<file path="src/hdl/pcs_pkg.sv">
// Package for the fetch pointer sequencer: widths, field positions, codes.
// Assumes a 12-bit instruction word and an 8-bit register file data path.
package pcs_pkg;
    localparam int PCS_PTR_W = 11;
    localparam int PCS_INSN_W = 12;
    localparam int PCS_DATA_W = 8;
    localparam int PCS_FILE_ADDR_W = 5;
    // Low-byte pointer location in the register file
    localparam logic [4:0] PCS_LOW_BYTE_ADDR = 5'h02;
    // Pages of the variants: 1, 2 or 4 pages of 512 words
    localparam logic [1:0] PCS_VAR_ONE_PAGE = 2'h0;
    localparam logic [1:0] PCS_VAR_TWO_PAGE = 2'h1;
    localparam logic [1:0] PCS_VAR_FOUR_PAGE = 2'h2;
    // Field positions
    localparam int PCS_JUMP_HI = 8;
    localparam int PCS_LOW_HI = 7;
    localparam int PCS_BIT8 = 8;
    localparam int PCS_PAGE_LO = 9;
    localparam int PCS_STATUS_PAGE_LO = 5;
    // Opcode patterns of the upper bits
    localparam logic [2:0] PCS_OP_JUMP = 3'h5;       // 101k kkkk kkkk
    localparam logic [3:0] PCS_OP_CALL = 4'h9;       // 1001 kkkk kkkk
    localparam logic [6:0] PCS_OP_MOVE = 7'h01;      // 0000 001f ffff
    localparam logic [5:0] PCS_OP_ADD = 6'h07;       // 0001 11df ffff
    localparam logic [3:0] PCS_OP_BSET = 4'h5;       // 0101 bbbf ffff
    localparam logic [2:0] PCS_BSET_BIT = 3'h5;
    localparam logic [10:0] PCS_PTR_RESET = 11'h7FF;
    localparam logic [10:0] PCS_ZERO = 11'h000;
endpackage : pcs_pkg

</file>
<file path="src/hdl/pcs_sequencer.sv">
// Fetch pointer sequencer: next-address logic of the core.
// Assumes cycle_en pulses once per instruction cycle from the core divider.
// Assumes variant is a build-time strap, so it needs no synchroniser.
// Function
// RULE1: Pointer holds next address, adds one each instruction cycle unless loaded.
// RULE2: Direct jump loads pointer bits 8:0 from the instruction target field.
// RULE3: Low pointer byte is a file location read and written directly.
// RULE4: Multi-page variants copy status bits 5,6 into pointer bits 9,10 on loads.
// RULE5: Call or low-byte write takes pointer bits 7:0 from word or result.
// RULE6: Call or low-byte write forces pointer bit eight to zero.
// RULE7: Move, add and bit-set-five into the low byte count as low-byte writes.
// RULE8: Pages are 512 words; call targets fall in first 256 words of page.
// RULE9: Pointer width follows memory size; increments wrap at that width.
`timescale 1ns/1ps
`default_nettype none
module pcs_sequencer (
    // Clock and reset
    input wire logic mclk,
    input wire logic nrst,
    input wire logic cycle_en,
    // Variant strap, held static
    input wire logic [1:0] variant,
    // From decoder and data path
    input wire logic [pcs_pkg::PCS_INSN_W-1:0] insn,
    input wire logic [pcs_pkg::PCS_DATA_W-1:0] alu_result,
    input wire logic [pcs_pkg::PCS_DATA_W-1:0] status_reg,
    // To program memory fetch and file read mux
    output logic [pcs_pkg::PCS_PTR_W-1:0] fetch_pointer,
    output logic [pcs_pkg::PCS_DATA_W-1:0] fetch_pointer_low_byte
);
    import pcs_pkg::*;

    // Source of the next pointer value, one-hot
    typedef enum logic [4:0] {
        SRC_HOLD = 5'h01,
        SRC_STEP = 5'h02,
        SRC_JUMP = 5'h04,
        SRC_CALL = 5'h08,
        SRC_LOW = 5'h10
    } pcs_src_type;

    typedef struct packed {
        logic [PCS_PTR_W-1:0] ptr;
    } pcs_state_type;

    // Registered state and its next value
    pcs_state_type st_r;
    pcs_state_type st_nxt;

    // Decoder outputs
    logic is_jump;
    logic is_call;
    logic is_low_write;

    // Operands of each source
    pcs_src_type src;
    logic [PCS_PTR_W-1:0] mask;
    logic [PCS_PTR_W-1:0] reset_val;
    logic [PCS_PTR_W-1:0] page;
    logic [PCS_DATA_W-1:0] call_low;
    logic [PCS_PTR_W-1:0] jump_val;
    logic [PCS_PTR_W-1:0] call_val;
    logic [PCS_PTR_W-1:0] low_val;

    // Increment chain
    wire logic [PCS_PTR_W-1:0] carry;
    wire logic [PCS_PTR_W-1:0] step_val;

    // Select and mask
    logic [PCS_PTR_W-1:0] cand;
    wire logic [PCS_PTR_W-1:0] cand_masked;

    // Instruction classes
    pcs_decode u_dec (
        .insn(insn),
        .is_jump(is_jump),
        .is_call(is_call),
        .is_low_write(is_low_write)
    );

    // Width mask per variant; the spare code falls back to one page [RULE9]
    function automatic logic [PCS_PTR_W-1:0] ptr_mask(input logic [1:0] v);
        case (v)
            PCS_VAR_ONE_PAGE: ptr_mask = 11'h1FF;
            PCS_VAR_TWO_PAGE: ptr_mask = 11'h3FF;
            PCS_VAR_FOUR_PAGE: ptr_mask = 11'h7FF;
            default: ptr_mask = 11'h1FF;
        endcase
    endfunction : ptr_mask

    // Page field from status; small maps lose it to the mask [RULE4] [RULE8]
    function automatic logic [PCS_PTR_W-1:0] page_bits(
        input logic [PCS_DATA_W-1:0] s
    );
        page_bits = PCS_ZERO;
        page_bits[PCS_PAGE_LO +: 2] = s[PCS_STATUS_PAGE_LO +: 2];
    endfunction : page_bits

    // Nine-bit target within the selected page [RULE2]
    function automatic logic [PCS_PTR_W-1:0] jump_target(
        input logic [PCS_PTR_W-1:0] pg,
        input logic [PCS_INSN_W-1:0] w
    );
        jump_target = pg;
        jump_target[PCS_JUMP_HI:0] = w[PCS_JUMP_HI:0];
    endfunction : jump_target

    // Shared by call and low-byte write: bit eight cleared, so only the
    // first half of a page is reachable this way [RULE5] [RULE6] [RULE8]
    function automatic logic [PCS_PTR_W-1:0] low_target(
        input logic [PCS_PTR_W-1:0] pg,
        input logic [PCS_DATA_W-1:0] lo
    );
        low_target = pg;
        low_target[PCS_LOW_HI:0] = lo;
        low_target[PCS_BIT8] = 1'b0;
    endfunction : low_target

    // Priority is moot: the decoder classes are disjoint [RULE1]
    function automatic pcs_src_type pick_src(
        input logic en,
        input logic jmp,
        input logic cal,
        input logic low
    );
        if (!en) begin
            pick_src = SRC_HOLD;
        end else if (jmp) begin
            pick_src = SRC_JUMP;
        end else if (cal) begin
            pick_src = SRC_CALL;
        end else if (low) begin
            pick_src = SRC_LOW;
        end else begin
            pick_src = SRC_STEP;
        end
    endfunction : pick_src

    // Ripple increment; the carry out of the top bit is dropped [RULE1] [RULE9]
    assign carry[0] = 1'b1;
    genvar gi;
    generate
        for (gi = 0; gi < PCS_PTR_W; gi = gi + 1) begin : g_step
            assign step_val[gi] = st_r.ptr[gi] ^ carry[gi];
            if (gi < PCS_PTR_W - 1) begin : g_carry
                assign carry[gi + 1] = st_r.ptr[gi] & carry[gi];
            end
        end
    endgenerate

    // Bits above the variant's width stay clear, so wrap is modulo width [RULE9]
    generate
        for (gi = 0; gi < PCS_PTR_W; gi = gi + 1) begin : g_mask
            assign cand_masked[gi] = cand[gi] & mask[gi];
        end
    endgenerate

    // Width of this variant and the masked reset value [RULE9]
    always_comb begin
        mask = ptr_mask(variant);
        reset_val = PCS_PTR_RESET & mask;
    end

    // Page field for all three load kinds [RULE4]
    always_comb begin
        page = page_bits(status_reg);
    end

    // Direct jump operand [RULE2]
    always_comb begin
        jump_val = jump_target(page, insn);
    end

    // Call operand from the literal field [RULE5] [RULE6]
    always_comb begin
        call_low = insn[PCS_LOW_HI:0];
        call_val = low_target(page, call_low);
    end

    // Low-byte write operand from the computed result [RULE3] [RULE7]
    always_comb begin
        low_val = low_target(page, alu_result);
    end

    // Source for this cycle [RULE1]
    always_comb begin
        src = pick_src(cycle_en, is_jump, is_call, is_low_write);
    end

    // Hold keeps the pointer when the cycle is not enabled [RULE1]
    always_comb begin
        case (src)
            SRC_STEP: cand = step_val;
            SRC_JUMP: cand = jump_val;
            SRC_CALL: cand = call_val;
            SRC_LOW: cand = low_val;
            SRC_HOLD: cand = st_r.ptr;
            default: cand = st_r.ptr;
        endcase
    end

    // Next state
    always_comb begin
        st_nxt = st_r;
        st_nxt.ptr = cand_masked; // [RULE4] [RULE9]
    end

    // Reset vector lives outside; all-ones reaches the top of any map
    always_ff @(posedge mclk) begin
        if (!nrst) begin
            st_r <= '{ptr: reset_val};
        end else begin
            st_r <= st_nxt;
        end
    end

    // Outputs straight from the register, already masked
    assign fetch_pointer = st_r.ptr;
    assign fetch_pointer_low_byte = st_r.ptr[PCS_LOW_HI:0]; // [RULE3]
endmodule : pcs_sequencer
`default_nettype wire

</file>
<file path="src/hdl/pcs_decode.sv">
// Classifies an instruction word for the sequencer.
// Assumes the word is stable for the whole instruction cycle.
`timescale 1ns/1ps
`default_nettype none
module pcs_decode (
    // Instruction
    input wire logic [pcs_pkg::PCS_INSN_W-1:0] insn,
    // Class
    output logic is_jump,
    output logic is_call,
    output logic is_low_write
);
    import pcs_pkg::*;
    logic to_low;
    assign to_low = (insn[4:0] == PCS_LOW_BYTE_ADDR);
    assign is_jump = (insn[11:9] == PCS_OP_JUMP); // [RULE2]
    assign is_call = (insn[11:8] == PCS_OP_CALL); // [RULE5]
    // Add targets the file only when d is set [RULE7]
    assign is_low_write = to_low & ((insn[11:5] == PCS_OP_MOVE)
        | (insn[11:6] == PCS_OP_ADD && insn[5])
        | (insn[11:8] == PCS_OP_BSET && insn[7:5] == PCS_BSET_BIT));
endmodule : pcs_decode
`default_nettype wire

</file>
<file path="config.mk">
export PLATFORM = sky130hd
export DESIGN_NAME = pcs_sequencer
export DESIGN_NICKNAME = d
export VERILOG_FILES = /design/src/hdl/pcs_pkg.sv /design/src/hdl/pcs_sequencer.sv /design/src/hdl/pcs_decode.sv
export SDC_FILE = /design/constraint.sdc
export NUM_CORES = 1
export LEC_CHECK = 0
export BUFFER_PORTS_ARGS = -buffer_cell sky130_fd_sc_hd__buf_2
export CAP_MARGIN = 5
export CORE_MARGIN = 10
export CORE_UTILIZATION = 46
export DETAILED_ROUTE_END_ITERATION = 12
export PLACE_DENSITY = 0.95
export SLEW_MARGIN = 20
export SYNTH_ARGS = -nofsm -noshare
export SYNTH_HDL_FRONTEND = slang
export SYNTH_SLANG_ARGS = --single-unit
export TNS_END_PERCENT = 10
</file>
<file path="constraint.sdc">
create_clock -name mclk -period 7.38 [get_ports mclk]
set_input_delay 1.476 -clock mclk [delete_from_list [all_inputs] [get_ports mclk]]
set_output_delay 1.476 -clock mclk [all_outputs]
set_load 0.03 [all_outputs]
</file>
==> impl_metrics.csv, run 1 <==
group,metric,value,unit
floorplan,fp.dieH,63.4,um
clock_tree,cts_tree,"done",
global_route,grt_util_all_layers,12.4,%
finish,final_common_cell,"buf_2",
sta,hold_viol_final,0,
finish,n_antenna_cell,0,
finish,synthToLayoutAreaGrowth,23.1,%
job,max_cap_violations,0,
setup_path,cp_top_family,"simple AND/OR/NAND/NOR gates",
clock_tree,cts_hold_buf,0,
detailed_routing,wl_met2,1240,um
setup_path,cp_slowest_cell,"or3_1",
setup_path,setup.worst_path.start_class,"input pin",
detailed_routing,wl_per_cell,15.1,um
clock_tree,cts_buffer_depth,2,
clock_tree,clk_latency,280,ps
sta,setup_viol,0,
finish,regArea,220,sq um
sta,drv_slew,0,
finish,drive_above_1_share,39.1,%
sta,fin_skew,4.77,ps
global_route,first_global_vias,936,
logic_synthesis,synth_edf_count,0,
finish,multi_input_area,527,sq um
setup_path,arrival,3060,ps
global_route,gr-total-overflow,0,
pwr,ir_worst_vdd,112,uV
logic_synthesis,syn_avg_cell_area,8.58,sq um
pwr,powerDensity,177,mW/mm^2
global_route,antenna_found_initial,0,
floorplan,core-area,0.00176,sq mm
worst_hold_path,worst_hold_path_type,"flip-flop to flip-flop",
setup_path,crit_type,"input pin to flip-flop",
logic_synthesis,async_flop_share,0,%
sta,max_freq,346,MHz
placement,hpwlAfterDp,2000,um
finish,fin_nets,182,
sta,fin_crit_sh,39.1,%
clock_tree,postCtsResizedCells,0,
global_route,grt_pass1_wl,4120,um
clock_tree,cts_root_buffer,"clkbuf_4",
clock_tree,cts-buffers-inserted,3,
detailed_routing,drt_iter0_drc,26,
clock_tree,htree_levels,1,
global_route,grt_max_degree,23,
clock_tree,clk_pin_slew,70,ps
placement,port_buffers,45,
detailed_routing,via_per_inst,5.48,
detailed_routing,drt-met1-wl,948,um
detailed_routing,remaining_drc_errors,0,
logic_synthesis,synth_cell_types,30,
placement,dp.cells,159,
setup_path,cpPeakStageDelay,380,ps
sta,period_minus_slack,2890,ps
setup_path,worst_ep_required_time,7550,ps
finish,final_cell_mix,"buf_2, o21ai_0, dfxtp_1, inv_1, ha_1",
logic_synthesis,synth_warnings,0,
setup_path,critPathBufInv,1,
detailed_routing,routed_wl,2470,um
finish,final_cell_count_no_fill,163,
setup_path,crit_start,"insn[7]",
detailed_routing,dr_wl_met3,188,um
run_status,outcome,"finished clean",
logic_synthesis,ys_ff_latch,11,
clock_tree,cts.sinks,11,
logic_synthesis,yosys_most_used_dff,"dfxtp_1",
finish,fillers,166,
sta,maxSlewHeadroom,47.7,%
detailed_routing,num_vias,894,
floorplan,rows,15,
logic_synthesis,ys_seq_area_share,25.4,%
logic_synthesis,synth_area,867,sq um
sta,worst_slew_pin_slew,782,ps
sta,rsz0062_at_grt,"false",
floorplan,die_area,0.00402,sq mm
floorplan,die_x,63.4,um
detailed_routing,antenna_left,0,
detailed_routing,top_layer,"met4",
logic_synthesis,synthCells,101,
detailed_routing,first_pass_iters,4,
floorplan,io-pin-count,52,
setup_path,cp-end-kind,"flip-flop",
placement,gp_congestion,0.864,
setup_path,path_cells,"buf_2 -> or3_1 -> a21oi_2 -> o211ai_2 -> and3_2 -> o31a_1",
logic_synthesis,syn_nets,144,
pwr,p_leak,0.601,nW
clock_tree,postCtsSetupBuffers,0,
sta,tns,0,ps
setup_path,critPathMaxFanout,13,
floorplan,initial_core_util,49.1,%
worst paths after layout:
path / end / depth (start not counted) / slack, ps
max: fetch_pointer[9]$_DFF_P_ / 6 / 4490
min: flip-flop / 2 / 550
max reg2reg: fetch_pointer[10]$_DFF_P_ / 12 / 4650
min reg2reg: flip-flop / 2 / 550
area by class of cell:
type | count | area share (%)
clock buffer | 4 | 2.46
inverter | 10 | 3.52
multi-input combinational | 68 | 49.4
sequential | 11 | 20.6
tap | 25 | 2.93
timing repair buffer | 45 | 21.1
routing by layer:
metal,global-route usage [%],up-vias
li1,-,436
met1,12.0,410
met2,22.1,39
met3,3.53,9
met4,8.74,0
met5,0,-
cells by family after synthesis:
| kind of cell | synth area share [%] |
|---|---|
| AOI/OAI and AO/OA | 25.4 |
| muxes | 9.24 |
| adders and majority gates | 14.4 |
| buffers and inverters | 13.9 |
| DFF | 25.4 |
| and+or+nand+nor | 10.7 |
| xor gates and xnor gates | 1.01 |
worst register-to-register path: stages (launching register included):
cell and delay (ps):
dfxtp_1 350, ha_1 210, ha_1 190, ha_1 190, ha_1 180, ha_1 190, ha_1 180, ha_1 180
ha_1 180, ha_1 180, xor2_1 140, a31o_2 240, o221a_1 200
cells in the mapped netlist, drive strengths merged, types with 2 or more instances:
master / n / area, sq um
o21ai: 17 / 85.1
nor4b: 2 / 17.5
nand2: 2 / 7.51
ha: 10 / 125
nand3: 2 / 10.0
clkbuf: 3 / 11.3
mux2i: 8 / 80.1
a31oi: 8 / 50.1
inv: 10 / 37.5
nor2: 2 / 7.51
buf: 9 / 71.3
a21boi: 2 / 18.8
dfxtp: 11 / 220
per-stage QoR:
| stage | total power [mW] | setup WS [ps] | hold WS (ps) | cell area, sq um | util, % |
|---|---|---|---|---|---|
| after floorplan | 0.127 | 4670 | 654 | 867 | - |
| after global placement | 0.144 | 4240 | 520 | 1040 | 59.0 |
| after detailed placement | 0.148 | 4210 | 544 | 1040 | 59.0 |
| after CTS | 0.191 | 4500 | 555 | 1070 | 60.5 |
| after global routing | 0.202 | 4380 | 599 | 1070 | 60.5 |
| final | 0.189 | 4490 | 550 | 1070 | 60.5 |
where the power goes:
| group | switching, mW | leakage [nW] | internal [mW] |
|---|---|---|---|
| Clock | 0.0220 | 0.0150 | 0.0210 |
| Combinational | 0.0468 | 0.494 | 0.0282 |
| Sequential | 0.00539 | 0.0917 | 0.0655 |
| Total | 0.0742 | 0.601 | 0.115 |
No activity file was read; power rests on OpenSTA's default activity.
==> run 2, diff against run 1 <==
ABC_AREA = 1   (was not set)
CORE_UTILIZATION = 43   (was 46)
PLACE_DENSITY = 0.91   (was 0.95)
clock period = 2.85 ns   (was 7.38 ns; I/O delays follow)
==> impl_metrics.csv, run 2 <==
group,metric,value,unit
logic_synthesis,synth_edf_count,0,
logic_synthesis,ys_ff_latch,11,
setup_path,worst_ep_required_time,3060,ps
logic_synthesis,syn_nets,174,
logic_synthesis,synth_top_area_cell,"dfxtp_1",
logic_synthesis,syn_avg_cell_area,6.77,sq um
finish,fin_nets,215,
global_route,grt_util_all_layers,11.2,%
sta,hold_viol_final,0,
sta,maxSlewHeadroom,70.0,%
clock_tree,cts-buffers-inserted,3,
clock_tree,postCtsResizedCells,0,
logic_synthesis,ys_seq_area_share,24.8,%
clock_tree,clk_pin_slew,70,ps
finish,final_core_util,56.5,%
sta,period_minus_slack,2560,ps
finish,synthToLayoutAreaGrowth,25.0,%
floorplan,die_x,65.4,um
logic_synthesis,synth_area,887,sq um
logic_synthesis,synth_warnings,0,
global_route,gr-total-overflow,0,
job,max_cap_violations,0,
floorplan,fp.dieH,65.4,um
pwr,power,0.483,mW
floorplan,initial_core_util,45.2,%
run_status,outcome,"finished clean",
detailed_routing,wl_per_cell,12.5,um
floorplan,rows,16,
clock_tree,cts_tree,"done",
pwr,switching_share,39.7,%
logic_synthesis,async_flop_share,0,%
global_route,grt_max_degree,14,
detailed_routing,remaining_drc_errors,0,
detailed_routing,num_vias,990,
logic_synthesis,synth_cell_types,21,
logic_synthesis,synth_most_common_cell,"nand2_1",
placement,port_buffers,45,
clock_tree,cts.sinks,11,
pwr,powerDensity,436,mW/mm^2
placement,place_area,0.00108,sq mm
detailed_routing,via_per_inst,5.00,
clock_tree,postCtsSetupBuffers,0,
global_route,grt_pass1_wl,3920,um
logic_synthesis,synth_top_area_share,24.8,%
detailed_routing,antenna_left,0,
pwr,p_clk_share,22.5,%
sta,fin_crit_sh,90.0,%
setup_path,cp-end-kind,"flip-flop",
setup_path,critPathMaxFanout,5,
pwr,p_int,0.291,mW
placement,hpwlAfterDp,2090,um
clock_tree,cts_buffer_depth,2,
logic_synthesis,synth_top_cells_by_count,"nand2_1, inv_1, a21oi_1",
detailed_routing,first_pass_iters,4,
sta,drv_slew,0,
sta,fin_skew,2.26,ps
placement,gp_congestion,0.835,
sta,max_freq,390,MHz
finish,drive_above_1_share,33.3,%
setup_path,setup.worst_path.start_class,"flip-flop",
clock_tree,cts_hold_buf,0,
finish,final_cell_mix,"buf_2, nand2_1, inv_1, a21oi_1, dfxtp_1",
pwr,p_sw,0.192,mW
detailed_routing,routed_wl,2470,um
floorplan,io-pin-count,52,
placement,dp.cells,194,
logic_synthesis,ys_top_cells_by_area,"dfxtp_1, nand2_1, ha_1",
floorplan,core-area,0.00196,sq mm
sta,rsz0062_at_grt,"false",
setup_path,arrival,2770,ps
clock_tree,htree_levels,1,
setup_path,crit_type,"flip-flop to flip-flop",
detailed_routing,drt_iter0_drc,31,
pwr,comb_power_share,39.5,%
clock_tree,clk_latency,270,ps
floorplan,die_area,0.00428,sq mm
sta,tns,0,ps
sta,worst_slew_pin_slew,450,ps
global_route,antenna_found_initial,0,
pwr,seq_power_share,37.9,%
global_route,first_global_vias,903,
finish,n_antenna_cell,0,
logic_synthesis,yosys_most_used_dff,"dfxtp_1",
pwr,ir_worst_vdd,227,uV
finish,fin_area,0.00111,sq mm
pwr,p_leak,0.583,nW
finish,final_common_cell,"buf_2",
sta,setup_viol,0,
logic_synthesis,synthCells,131,
worst_hold_path,worst_hold_path_type,"input pin to flip-flop",
finish,final_cell_count_no_fill,198,
clock_tree,cts_root_buffer,"clkbuf_4",
-- run 2: cell count changes in the layout (fill, tap and decap cells not counted), sizes merged, moves of 11 or more --
cell and delta:
nand2 +36, o21ai -17, a21oi +11, nor2 +11
-- run 2: final cells by class --
class	instances	area [sq um]
Inverter	19	73.8
Clock buffer	4	26.3
Tap cell	27	33.8
Multi-Input combinational cell	92	529
Timing Repair Buffer	45	225
Sequential cell	11	220
Fill cell	208	853
-- run 2: logic make-up (layout without fill, tap and decap cells) --
family / count (synthesis) / count (layout) / synth area share [%]
xor gates and xnor gates: 1 / 1 / 0.987
AOI/OAI and AO/OA: 19 / 19 / 13.4
buffers and inverters: 28 / 68 / 15.5
DFF: 11 / 11 / 24.8
adders and majority gates: 10 / 10 / 14.1
and+or+nand+nor: 62 / 62 / 31.2
-- run 2: power groups by stage --
stage / Combinational [mW] / Clock, mW / Sequential (mW)
2_1_floorplan: 0.112 / 0 / 0.217
3_5_place_dp: 0.193 / 0 / 0.187
4_1_cts: 0.193 / 0.115 / 0.183
3_3_place_gp: 0.188 / 0 / 0.186
5_1_grt: 0.213 / 0.127 / 0.185
6_report: 0.191 / 0.109 / 0.183
-- run 2: path summary, 6_finish.rpt --
path | slack [ps] | depth (start not counted) | to | from
worst max-delay path | 290 | 14 | fetch_pointer[10]$_DFF_P_ | flip-flop
worst min-delay path | 480 | 2 | fetch_pointer[10]$_DFF_P_ | nrst
worst max register to register | 290 | 14 | fetch_pointer[10]$_DFF_P_ | flip-flop
worst min register to register | 540 | 2 | flip-flop | flip-flop
-- run 2: routing by layer --
| metal | track usage, % | share of wire [%] |
|---|---|---|
| met1 | 11.9 | 41 |
| met2 | 18.9 | 49 |
| met3 | 5.59 | 9.6 |
| met4 | 3.48 | 0.36 |
| met5 | 0 | 0 |
-- run 2: critical path: stages (launching register included) --
cell and delay (ps):
dfxtp_1 350, ha_1 220, ha_1 190, ha_1 180, ha_1 180, ha_1 180
ha_1 180, ha_1 180, ha_1 210, ha_1 190, xor2_1 120, nand3_1 80
nand3_1 80, nand2_1 50, a21oi_1 100
-- run 2: through the flow --
step | setup slack [ps] | hold slack, ps
2_1_floorplan | 308 | 661
3_3_place_gp | 330 | 517
3_5_place_dp | 298 | 532
4_1_cts | 273 | 471
5_1_grt | 86.0 | 474
6_report | 286 | 480
==> run 3, diff against run 2 <==
==> constraint.sdc (replaced) <==
create_clock -name mclk -period 2.85 [get_ports mclk]
set_input_delay 0.1425 -clock mclk [delete_from_list [all_inputs] [get_ports mclk]]
set_output_delay 0.1425 -clock mclk [all_outputs]
set_load 0.03 [all_outputs]
==> impl_metrics.csv, run 3 (synthesized netlist as in run 2, its figures left out) <==
group,metric,value,unit
finish,fin_area,0.00111,sq mm
pwr,seq_power_share,37.9,%
floorplan,die_area,0.00428,sq mm
detailed_routing,via_per_inst,4.80,
pwr,p_clk_share,22.7,%
pwr,ir_worst_vdd,398,uV
setup_path,reg2reg_depth,14,
sta,hold_viol_final,0,
setup_path,worstReg2RegEnd,"fetch_pointer[10]$_DFF_P_",
clock_tree,postCtsResizedCells,0,
clock_tree,cts_hold_buf,0,
sta,worst_slew_pin_slew,449,ps
job,max_cap_violations,0,
pwr,p_leak,0.583,nW
placement,gp_congestion,0.832,
setup_path,worst_ep_required_time,3060,ps
placement,port_buffers,45,
clock_tree,cts.sinks,11,
setup_path,critPathMaxFanout,5,
setup_path,cp.depth,14,
finish,drive_above_1_share,33.3,%
floorplan,rows,16,
global_route,antenna_found_initial,0,
sta,max_freq,386,MHz
clock_tree,cts_buffer_depth,2,
floorplan,io-pin-count,52,
detailed_routing,num_vias,951,
finish,multi_input_area,529,sq um
floorplan,die_x,65.4,um
setup_path,cp_top_family,"adder cells",
sta,rsz0062_at_grt,"false",
finish,final_common_cell,"buf_2",
floorplan,fp.dieH,65.4,um
detailed_routing,remaining_drc_errors,0,
placement,hpwlAfterDp,2070,um
finish,final_cell_mix,"buf_2, nand2_1, inv_1, a21oi_1, dfxtp_1",
sta,drv_slew,0,
detailed_routing,routed_wl,2440,um
sta,maxSlewHeadroom,70.0,%
floorplan,core-area,0.00196,sq mm
clock_tree,postCtsSetupBuffers,0,
clock_tree,cts_root_buffer,"clkbuf_4",
setup_path,crit_type,"flip-flop to flip-flop",
sta,period_minus_slack,2590,ps
setup_path,cp_slowest_cell,"dfxtp_1",
run_status,outcome,"finished clean",
finish,synthToLayoutAreaGrowth,25.0,%
setup_path,critPathBufInv,0,
finish,fillers,208,
detailed_routing,first_pass_iters,4,
setup_path,arrival,2800,ps
pwr,switching_share,39.8,%
floorplan,initial_core_util,45.2,%
global_route,grt_max_degree,14,
sta,setup_viol,0,
worst_hold_path,worst_hold_path_type,"input pin to flip-flop",
sta,hold_ws,56.5,ps
setup_path,setup.worst_path.start_class,"flip-flop",
setup_path,crit_top_cell,"ha_1",
sta,tns,0,ps
pwr,p_sw,0.193,mW
finish,regArea,220,sq um
setup_path,worst-r2r-setup-slack,260,ps
setup_path,cpPeakStageDelay,350,ps
setup_path,cp-end-kind,"flip-flop",
clock_tree,htree_levels,1,
pwr,p_int,0.292,mW
pwr,powerDensity,437,mW/mm^2
clock_tree,clk_latency,280,ps
sta,fin_skew,4.85,ps
sta,fin_crit_sh,90.9,%
detailed_routing,wl_per_cell,12.3,um
finish,n_antenna_cell,0,
pwr,comb_power_share,39.5,%
global_route,grt_util_all_layers,11.3,%
setup_path,critical_path.endpoint,"fetch_pointer[10]$_DFF_P_",
global_route,grt_pass1_wl,3930,um
clock_tree,clk_pin_slew,70,ps
setup_path,path_cells,"ha_1 -> ha_1 -> ha_1 -> ha_1 -> ha_1 -> ha_1 -> ha_1 -> ha_1 -> ha_1 -> xor2_1 -> nand3_1 -> nand3_1 -> nand2_1 -> a21oi_1",
clock_tree,cts-buffers-inserted,3,
finish,fin_nets,215,
detailed_routing,antenna_left,0,
global_route,first_global_vias,916,
placement,place_area,0.00108,sq mm
clock_tree,cts_tree,"done",
detailed_routing,drt_iter0_drc,48,
global_route,gr-total-overflow,0,
## run 3: cell counts in the layout (fill, tap and decap cells not counted)
Identical to the previous run, type by type.
## run 3: power by group through the flow
stage               registers [mW]  logic (mW)  clock network, mW
floorplan                    0.217       0.112                  0
global placement             0.186       0.188                  0
detailed placement           0.187       0.193                  0
CTS                          0.183       0.194              0.113
global route                 0.186       0.214              0.123
finish                       0.183       0.191              0.110
## run 3: routing by layer
| metal | GRT usage, % | vias up | part of all wire (%) |
|---|---|---|---|
| met3 | 5.59 | 4 | 11 |
| met1 | 12.1 | 414 | 40 |
| met2 | 19.0 | 33 | 48 |
| met4 | 3.21 | 0 | 1.4 |
| li1 | - | 500 | - |
| met5 | 0 | - | 0 |
## run 3: worst min path at each step
stage	from	depth (start not counted)	slack, ps	end
floorplan	nrst	1	230	fetch_pointer[10]$_DFF_P_
finish	nrst	2	60	fetch_pointer[10]$_DFF_P_
global placement	nrst	2	340	fetch_pointer[10]$_DFF_P_
CTS	nrst	2	50	fetch_pointer[10]$_DFF_P_
global route	nrst	2	60	fetch_pointer[10]$_DFF_P_
detailed placement	nrst	2	340	fetch_pointer[10]$_DFF_P_
## run 3: area by class of cell
cell class	count	area share, %
clock buffer	4	2.37
inverter	19	6.66
multi-input combinational	92	47.7
sequential	11	19.9
tap	27	3.05
timing repair buffer	45	20.3
## run 3: worst reg2reg max path, stage by stage, from the launching register on
cell and delay (ps):
dfxtp_1 350, ha_1 220, ha_1 190, ha_1 180
ha_1 180, ha_1 180, ha_1 180, ha_1 180
ha_1 210, ha_1 200, xor2_1 140, nand3_1 90
nand3_1 80, nand2_1 50, a21oi_1 100
## run 3: through the flow
stage / total power, mW / instances / worst slack, ps / utilization (%)
5_1_grt: 0.522 / 198 / 68.8 / 56.5
2_1_floorplan: 0.329 / 131 / 308 / -
6_report: 0.484 / 198 / 259 / 56.5
4_1_cts: 0.490 / 198 / 262 / 56.5
3_5_place_dp: 0.380 / 194 / 286 / 55.2
3_3_place_gp: 0.374 / 194 / 330 / 55.2
